$ cat src/mism_pkg.sv
/*
 * constants, register map and types of the interrupt status and mask block.
 * assumes a 32-bit AHB-Lite register bus and one 100 MHz clock.
 */
package mism_pkg;

   localparam int unsigned MISM_DATA_W = 32;
   localparam int unsigned MISM_ADDR_W = 8;

   // byte addresses of the registers
   localparam logic [MISM_ADDR_W-1:0] MISM_OFS_CONTROL = 8'h04;
   localparam logic [MISM_ADDR_W-1:0] MISM_OFS_STATUS  = 8'h10;
   localparam logic [MISM_ADDR_W-1:0] MISM_OFS_MASK    = 8'h14;
   localparam logic [MISM_ADDR_W-1:0] MISM_OFS_ENABLE  = 8'h18;

   // implemented bits: 25..20 and 16..0
   localparam logic [31:0] MISM_IMPL_BITS     = 32'h03F1FFFF;
   localparam logic [31:0] MISM_MASK_RESET    = 32'h00000000;
   localparam logic [31:0] MISM_STATUS_HARD   = 32'h00000000;
   localparam logic [31:0] MISM_STATUS_SOFT   = 32'h03008000;
   localparam logic [31:0] MISM_ZERO_WORD     = 32'h00000000;

   // status bit positions
   localparam int unsigned MISM_BIT_RX_GOOD   = 0;
   localparam int unsigned MISM_BIT_RX_DESC   = 1;
   localparam int unsigned MISM_BIT_RX_FAIL   = 2;
   localparam int unsigned MISM_BIT_RX_EARLY  = 3;
   localparam int unsigned MISM_BIT_RX_IDLE   = 4;
   localparam int unsigned MISM_BIT_RX_ORUN   = 5;
   localparam int unsigned MISM_BIT_TX_GOOD   = 6;
   localparam int unsigned MISM_BIT_TX_DESC   = 7;
   localparam int unsigned MISM_BIT_SW_IRQ    = 12;
   localparam int unsigned MISM_BIT_SUMMARY   = 15;
   localparam int unsigned MISM_BIT_HIGH_LO   = 16;
   localparam int unsigned MISM_BIT_HIGH_HI   = 25;

   // control register fields (self clearing)
   localparam int unsigned MISM_CTL_SOFT_RST  = 0;
   localparam int unsigned MISM_CTL_SW_IRQ    = 1;
   // enable register field
   localparam int unsigned MISM_ENA_BIT       = 0;

   // AHB-Lite encodings
   localparam logic [1:0] MISM_HTRANS_NONSEQ  = 2'h2;
   localparam logic       MISM_HRESP_OKAY     = 1'h0;

   typedef enum logic [1:0] {
      MISM_BUS_IDLE  = 2'b00,
      MISM_BUS_WRITE = 2'b01,
      MISM_BUS_READ  = 2'b10
   } mism_bus_state_type;

   typedef logic [MISM_DATA_W-1:0] mism_word_type;

endpackage : mism_pkg

$ cat src/mism_evt_if.sv
/*
 * carrier between the register front end and the sticky status latch.
 * assumes both ends run on the same clock and reset.
 */
`timescale 1ns/1ps
interface mism_evt_if #(
   parameter int unsigned WIDTH = 32
);
   logic [WIDTH-1:0] set_vec;
   logic [WIDTH-1:0] clear_vec;
   logic             soft_load;
   logic [WIDTH-1:0] status_vec;

   modport ctrl  (output set_vec, output clear_vec, output soft_load, input status_vec);
   modport latch (input set_vec, input clear_vec, input soft_load, output status_vec);
endinterface : mism_evt_if

$ cat src/mism_top.sv
/*
 * interrupt status and mask block of an ethernet controller, AHB-Lite slave.
 * assumes event inputs are one-cycle pulses synchronous to clk, except
 * rx_engine_running, which is a level from the receive engine.
 */
// Contract
// - a written-back transmit descriptor carrying an interrupt request sets status bit 7.
// - the last transmit descriptor of a good transmission written back sets status bit 6.
// - a receive data fifo overrun sets status bit 5.
// - the receive engine going from running to idle sets status bit 4.
// - reaching the receive drain threshold sets status bit 3, at most once per packet.
// - the last receive descriptor of a failed reception written back sets status bit 2.
// - any written-back receive descriptor carrying an interrupt request sets status bit 1.
// - the last receive descriptor of a good packet written back sets status bit 0.
// - a one in the mask register at 0014h enables the interrupt of the same status bit.
// - hard and soft reset both clear the mask register to 00000000h.
// - status bits latch to one on their condition whatever the mask says.
// - a status bit with a zero mask bit never drives the interrupt but stays readable.
// - mask bits exist at 25..20 and 16..0 only; the others read as zero.
// - a global enable bit gates the interrupt output without touching status or mask.
`timescale 1ns/1ps
module mism_top
   import mism_pkg::*;
(
   // clock and reset
   input  wire logic                   clk,
   input  wire logic                   rst_b,
   // ahb-lite slave
   input  wire logic                   hsel,
   input  wire logic [MISM_ADDR_W-1:0] haddr,
   input  wire logic [1:0]             htrans,
   input  wire logic                   hwrite,
   input  wire logic [2:0]             hsize,
   input  wire logic [MISM_DATA_W-1:0] hwdata,
   input  wire logic                   hready,
   output      logic [MISM_DATA_W-1:0] hrdata,
   output      logic                   hreadyout,
   output      logic                   hresp,
   // transmit engine events
   input  wire logic                   tx_desc_writeback,
   input  wire logic                   tx_desc_last,
   input  wire logic                   tx_status_good,
   input  wire logic                   tx_descriptor_irq_request,
   // receive engine events
   input  wire logic                   rx_desc_writeback,
   input  wire logic                   rx_desc_last,
   input  wire logic                   rx_status_good,
   input  wire logic                   rx_descriptor_irq_request,
   input  wire logic                   rx_fifo_overrun,
   input  wire logic                   rx_engine_running,
   input  wire logic                   rx_packet_start,
   input  wire logic                   rx_early_threshold,
   // other sources for bits 31..8
   input  wire logic [MISM_DATA_W-1:0] aux_event,
   // host interrupt and soft reset pulse to neighbours
   output      logic                   irq,
   output      logic                   soft_reset_pulse
);
   import mism_pkg::*;

   // reset release through two flip-flops
   logic rst_meta_q;
   logic rst_sync_b;

   always_ff @(posedge clk or negedge rst_b) begin
      if (!rst_b) begin
         rst_meta_q <= 1'b0;
         rst_sync_b <= 1'b0;
      end else begin
         rst_meta_q <= 1'b1;
         rst_sync_b <= rst_meta_q;
      end
   end

   // bus front end state
   mism_bus_state_type     state_q;
   mism_bus_state_type     state_d;
   logic [MISM_ADDR_W-1:0] addr_q;
   logic [MISM_DATA_W-1:0] hrdata_q;
   logic                   hreadyout_q;
   logic                   hresp_q;

   // register state
   logic [MISM_DATA_W-1:0] mask_q;
   logic [MISM_DATA_W-1:0] mask_d;
   logic                   enable_q;
   logic                   enable_d;
   logic                   irq_q;
   logic                   soft_q;
   logic                   rx_running_q;
   logic                   early_armed_q;
   logic                   early_armed_d;

   // status latch
   mism_evt_if #(.WIDTH(MISM_DATA_W)) evt ();

   mism_event_latch #(
      .WIDTH    (MISM_DATA_W),
      .IMPL     (MISM_IMPL_BITS),
      .HARD_VAL (MISM_STATUS_HARD),
      .SOFT_VAL (MISM_STATUS_SOFT)
   ) u_latch (
      .clk        (clk),
      .rst_sync_b (rst_sync_b),
      .evt        (evt)
   );

   // address phase accept
   wire accept     = hsel && htrans == MISM_HTRANS_NONSEQ && hready;
   wire in_read    = state_q == MISM_BUS_READ;
   wire in_write   = state_q == MISM_BUS_WRITE;

   // data phase decode on the latched address
   wire hit_ctl    = addr_q == MISM_OFS_CONTROL;
   wire hit_status = addr_q == MISM_OFS_STATUS;
   wire hit_mask   = addr_q == MISM_OFS_MASK;
   wire hit_enable = addr_q == MISM_OFS_ENABLE;

   wire wr_ctl     = in_write && hit_ctl;
   wire wr_mask    = in_write && hit_mask;
   wire wr_enable  = in_write && hit_enable;
   wire rd_status  = in_read && hit_status;

   // self-clearing control actions
   wire soft_go    = wr_ctl && hwdata[MISM_CTL_SOFT_RST];
   wire swi_go     = wr_ctl && hwdata[MISM_CTL_SW_IRQ];

   always_comb begin
      state_d = MISM_BUS_IDLE;
      unique case (state_q)
         MISM_BUS_READ: begin
            state_d = MISM_BUS_IDLE;
         end
         MISM_BUS_IDLE, MISM_BUS_WRITE: begin
            if (accept && hwrite) begin
               state_d = MISM_BUS_WRITE;
            end else if (accept) begin
               state_d = MISM_BUS_READ;
            end
         end
         default: begin
            state_d = MISM_BUS_IDLE;
         end
      endcase
   end

   // read data selection; unmapped addresses read zero
   wire [MISM_DATA_W-1:0] enable_word = {{(MISM_DATA_W-1){1'b0}}, enable_q};
   wire [MISM_DATA_W-1:0] rd_word =
      hit_status ? evt.status_vec :
      hit_mask   ? mask_q :
      hit_enable ? enable_word :
      MISM_ZERO_WORD;

   // mask register: software write, cleared by soft reset
   assign mask_d   = soft_q  ? MISM_MASK_RESET :
                     wr_mask ? (hwdata & MISM_IMPL_BITS) : mask_q;
   assign enable_d = soft_q    ? 1'b0 :
                     wr_enable ? hwdata[MISM_ENA_BIT] : enable_q;

   // early threshold re-arms at each packet start, fires once
   wire early_fire = rx_early_threshold && early_armed_q;
   assign early_armed_d = soft_q          ? 1'b1 :
                          rx_packet_start ? 1'b1 :
                          early_fire      ? 1'b0 : early_armed_q;

   // event sets
   logic [MISM_DATA_W-1:0] set_low;
   logic [MISM_DATA_W-1:0] set_vec;
   wire  rx_last_wb  = rx_desc_writeback && rx_desc_last;
   wire  tx_last_wb  = tx_desc_writeback && tx_desc_last;
   wire  high_any    = |set_low[MISM_BIT_HIGH_HI:MISM_BIT_HIGH_LO];

   always_comb begin
      set_low = aux_event & MISM_IMPL_BITS;
      set_low[MISM_BIT_TX_DESC]  = tx_desc_writeback && tx_descriptor_irq_request;
      set_low[MISM_BIT_TX_GOOD]  = tx_last_wb && tx_status_good;
      set_low[MISM_BIT_RX_ORUN]  = rx_fifo_overrun;
      set_low[MISM_BIT_RX_IDLE]  = rx_running_q && !rx_engine_running;
      set_low[MISM_BIT_RX_EARLY] = early_fire;
      set_low[MISM_BIT_RX_FAIL]  = rx_last_wb && !rx_status_good;
      set_low[MISM_BIT_RX_DESC]  = rx_desc_writeback && rx_descriptor_irq_request;
      set_low[MISM_BIT_RX_GOOD]  = rx_last_wb && rx_status_good;
      set_low[MISM_BIT_SW_IRQ]   = aux_event[MISM_BIT_SW_IRQ] || swi_go;
   end

   // summary bit follows any upper event
   always_comb begin
      set_vec = set_low;
      set_vec[MISM_BIT_SUMMARY] = set_low[MISM_BIT_SUMMARY] || high_any;
   end

   assign evt.set_vec   = set_vec;
   assign evt.clear_vec = rd_status ? evt.status_vec : MISM_ZERO_WORD;
   assign evt.soft_load = soft_q;

   // interrupt: masked status, gated by the global enable
   wire pending = |(evt.status_vec & mask_q);
   wire irq_d   = pending && enable_q;

   always_ff @(posedge clk or negedge rst_sync_b) begin
      if (!rst_sync_b) begin
         state_q <= MISM_BUS_IDLE;
         hreadyout_q <= 1'b1;
         hresp_q <= MISM_HRESP_OKAY;
      end else begin
         state_q <= state_d;
         hreadyout_q <= state_d != MISM_BUS_READ;
         hresp_q <= MISM_HRESP_OKAY;
      end
   end

   always_ff @(posedge clk or negedge rst_sync_b) begin
      if (!rst_sync_b) begin
         addr_q <= MISM_OFS_CONTROL;
      end else if (accept) begin
         addr_q <= haddr;
      end
   end

   always_ff @(posedge clk or negedge rst_sync_b) begin
      if (!rst_sync_b) begin
         hrdata_q <= MISM_ZERO_WORD;
      end else if (in_read) begin
         hrdata_q <= rd_word;
      end
   end

   always_ff @(posedge clk or negedge rst_sync_b) begin
      if (!rst_sync_b) begin
         mask_q <= MISM_MASK_RESET;
         enable_q <= 1'b0;
      end else begin
         mask_q <= mask_d;
         enable_q <= enable_d;
      end
   end

   always_ff @(posedge clk or negedge rst_sync_b) begin
      if (!rst_sync_b) begin
         soft_q <= 1'b0;
         rx_running_q <= 1'b0;
         early_armed_q <= 1'b1;
         irq_q <= 1'b0;
      end else begin
         soft_q <= soft_go;
         rx_running_q <= rx_engine_running;
         early_armed_q <= early_armed_d;
         irq_q <= irq_d;
      end
   end

   assign hrdata           = hrdata_q;
   assign hreadyout        = hreadyout_q;
   assign hresp            = hresp_q;
   assign irq              = irq_q;
   assign soft_reset_pulse = soft_q;

endmodule : mism_top

$ cat src/mism_event_latch.sv
/*
 * sticky event latch: set, clear-on-read and soft reload of the status bits.
 * assumes a synchronised active-low reset from the top module.
 */
`timescale 1ns/1ps
module mism_event_latch
   import mism_pkg::*;
#(
   parameter int unsigned   WIDTH      = 32,
   parameter logic [WIDTH-1:0] IMPL    = MISM_IMPL_BITS,
   parameter logic [WIDTH-1:0] HARD_VAL = MISM_STATUS_HARD,
   parameter logic [WIDTH-1:0] SOFT_VAL = MISM_STATUS_SOFT
) (
   // clock and reset
   input  wire logic   clk,
   input  wire logic   rst_sync_b,
   // control side
   mism_evt_if.latch   evt
);

   logic [WIDTH-1:0] status_q;
   logic [WIDTH-1:0] status_d;

   // set wins over a clear in the same cycle
   assign status_d = evt.soft_load ? (SOFT_VAL & IMPL)
                                   : ((status_q & ~evt.clear_vec) | evt.set_vec) & IMPL;

   always_ff @(posedge clk or negedge rst_sync_b) begin
      if (!rst_sync_b) begin
         status_q <= HARD_VAL;
      end else begin
         status_q <= status_d;
      end
   end

   assign evt.status_vec = status_q;

endmodule : mism_event_latch

$ cat config.mk
export PLATFORM = sky130hd
export DESIGN_NAME = mism_top
export DESIGN_NICKNAME = d
export VERILOG_FILES = /design/src/mism_pkg.sv /design/src/mism_evt_if.sv /design/src/mism_top.sv /design/src/mism_event_latch.sv
export SDC_FILE = /design/constraint.sdc
export NUM_CORES = 1
export LEC_CHECK = 0
export BUFFER_PORTS_ARGS = -buffer_cell sky130_fd_sc_hd__buf_2
export CORE_MARGIN = 5
export CORE_UTILIZATION = 50
export DETAILED_ROUTE_END_ITERATION = 16
export PLACE_DENSITY = 0.8
export SLEW_MARGIN = 30
export SYNTH_ARGS = -nofsm -noshare
export SYNTH_HDL_FRONTEND = slang
export SYNTH_SLANG_ARGS = --single-unit
export TNS_END_PERCENT = 1
$ cat constraint.sdc
create_clock -name clk -period 3.71 [get_ports clk]
set_input_delay 0.9275 -clock clk [delete_from_list [all_inputs] [get_ports clk]]
set_output_delay 0.9275 -clock clk [all_outputs]
set_load 0.01 [all_outputs]
==> impl_metrics.json <==
{
  "status": "complete, no violations",
  "period_share_pct": 61.72,
  "p_leak_nw": 2.114,
  "cts_buffers": 9,
  "post-cts-setup-buffers": 0,
  "coreArea_sq_mm": 0.007292,
  "synth_area_sq_mm": 0.003781,
  "synthCells": 314,
  "netlist-cell-type-count": 43,
  "vias_per_cell": 5.824,
  "final_common_cell": "buf_2",
  "htree_levels": 3,
  "clk_latency_ns": 0.37,
  "holdBufCountCts": 0,
  "vias": 2941,
  "setup_tns_ns": 0,
  "drc": 0,
  "rows": 31,
  "die_area_sq_mm": 0.009401,
  "finalCriticalPeriod_ns": 2.290,
  "start_util_pct": 51.85,
  "clockBufferDepth": 2,
  "grt_pass1_vias": 3065,
  "rsz0062_at_grt": "false",
  "final_core_util_pct": 61.72,
  "antenna_found_initial": 0,
  "grt_remaining_overflow": 0,
  "drt-total-wl_mm": 9.309,
  "drv_cap": 0,
  "critPathRequiredTime_ns": 4.02,
  "arrival_ns": 2.60,
  "clock-root-buffer": "clkbuf_8",
  "cts_tree": "yes",
  "grtUsageTotal_pct": 20.14,
  "grt_pass1_wl_mm": 15.39,
  "setup_viol": 0,
  "critPathCaptureType": "register",
  "die_w_um": 96.96,
  "critPathMaxFanout": 26,
  "num_antenna_cells": 0,
  "power.density_mw_per_mm2": 412.0,
  "place_ws_ns": 1.375,
  "grt_max_degree": 51,
  "dr.pass1.iters": 5,
  "clk_pin_slew_ns": 0.09,
  "synth_seq_cells": 87,
  "dp_hpwl_mm": 6.306,
  "drive_above_1_share_pct": 32.76,
  "cts_resized": 0,
  "vdd_drop_max_mv": 0.2539,
  "gp_congestion": 0.8148,
  "worst_slack_ns": 1.420,
  "synth_seq_area_share_pct": 57.68,
  "reg2reg_depth": 5,
  "syn_avg_cell_area_sq_um": 12.04,
  "critPathKind": "reg -> reg",
  "critPathLaunchType": "register",
  "finClkSkew_ns": 0.01906,
  "fmax_mhz": 436.7,
  "slew_headroom_pct": 53.41,
  "hold_viol": 0,
  "cts.sinks": 87,
  "ys_warn_count": 0,
  "nets": 495,
  "io_pins": 130,
  "areaGrowthSynthToFinish_pct": 19.03,
  "layout_common_cells": "90 x buf_2, 83 x dfrtp_1, 23 x a22o_1",
  "drt_first_iter_violations": 257,
  "wire_per_inst_um": 18.43,
  "hold_path_class": "in -> async",
  "portBuffers": 90,
  "drtAntennaViolNets": 0,
  "worstMarginPinSlew_ns": 0.6989,
  "die_h_um": 96.96,
  "drv_slew": 0
}
==> worst max-delay path, cell delays in order (launching register included) <==
cell and delay [ns]:
dfrtp_1 0.42, or4b_1 0.52, buf_4 0.26, nor3_4 0.59, buf_4 0.28, a221o_1 0.16
==> final timing paths <==
check	slack (ns)	startpoint	endpoint
worst max-delay path	1.42	addr_q[5]	hrdata[2]
worst min-delay path	0.34	rst_b	rst_sync_b
worst max register to register	1.42	addr_q[5]	hrdata[2]
worst min register to register	0.35	rst_sync_b	mask_q[8]
max in group asynchronous	2.74	rst_sync_b	mask_q[0]
min in group clk	0.36	rst_meta_q	rst_sync_b
==> state kept, by name, indices dropped and copies added (netlist names), 2 cells and up <==
register and cells:
addr_q 8, mask_q 23, state_q 2, u_latch.evt.status_vec 23, hrdata 23
==> power by group <==
group	internal, mW	switching, mW
clock network	0.270	0.356
registers	0.990	0.0511
logic	0.0883	0.0991
total	1.35	0.507
==> layout make-up <==
| class | count | area, sq um |
|---|---|---|
| Multi-Input combinational cell | 189 | 1420 |
| Clock buffer | 10 | 137.6 |
| Clock inverter | 6 | 51.30 |
| Timing Repair Buffer | 98 | 523.0 |
| Fill cell | 606 | 2791 |
| Inverter | 16 | 60.06 |
| Tap cell | 99 | 123.9 |
| Sequential cell | 87 | 2185 |
==> synth_stat cells <==
master	n	area share, %
dfrtp_1	84	56
a22o_1	23	5.3
a21oi_1	22	2.9
a221o_1	22	5.8
and2_0	22	3.6
o31ai_1	21	4.2
inv_1	16	1.6
clkbuf_1	12	1.2
a22oi_1	10	2.0
buf_4	10	2.0
mux2_2	8	2.4
buf_2	4	0.53
nand2_1	4	0.40
nand3_1	4	0.53
nand4_1	4	0.66
nor4b_1	4	0.93
buf_6	3	0.89
dfstp_2	3	2.1
nand2b_1	3	0.50
o21ai_0	3	0.40
buf_1	2	0.20
conb_1	2	0.20
nand3b_1	2	0.40
nor2_1	2	0.20
nor2b_1	2	0.33
nor3_1	2	0.26
nor4_1	2	0.33
or3_1	2	0.33
or4b_1	2	0.53
a211o_1	1	0.23
a21o_1	1	0.20
a222oi_1	1	0.26
a31o_2	1	0.23
a31oi_1	1	0.17
a41oi_1	1	0.23
mux2i_1	1	0.26
nand4b_1	1	0.23
nor3_2	1	0.26
nor3_4	1	0.43
nor3b_1	1	0.20
nor4_4	1	0.56
o31a_1	1	0.23
or4_1	1	0.20
==> through the flow <==
stage | std cells | power (mW) | hold WS, ns | instance area [sq um]
after CTS | 505 | 1.861 | 0.3218 | 4488
after global routing | 505 | 1.929 | 0.3287 | 4501
after global placement | 488 | 1.232 | 0.3406 | 4270
after floorplan | 323 | 1.162 | 0.3312 | 3815
final | 505 | 1.854 | 0.3393 | 4501
after detailed placement | 489 | 1.242 | 0.3425 | 4299
==> routing by layer <==
metal | global-route usage [%] | share of wire [%] | vias to the layer above
li1 | - | - | 1337
met1 | 27.41 | 44 | 1455
met2 | 30.63 | 47 | 131
met3 | 5.036 | 7.4 | 18
met4 | 8.639 | 2.0 | 0
met5 | 0 | 0 | -
==> kinds of logic (layout without fill, tap and decap cells) <==
family	count (synthesis)	after routing	synth area share, %
other	2	11	0.1986
AOI/OAI and AO/OA	108	108	22.17
buffers and inverters	47	130	6.386
muxes	9	9	2.647
DFF	87	87	57.68
and+or+nand+nor	61	61	10.92
Note: power is estimated with default switching activity, not from simulation.
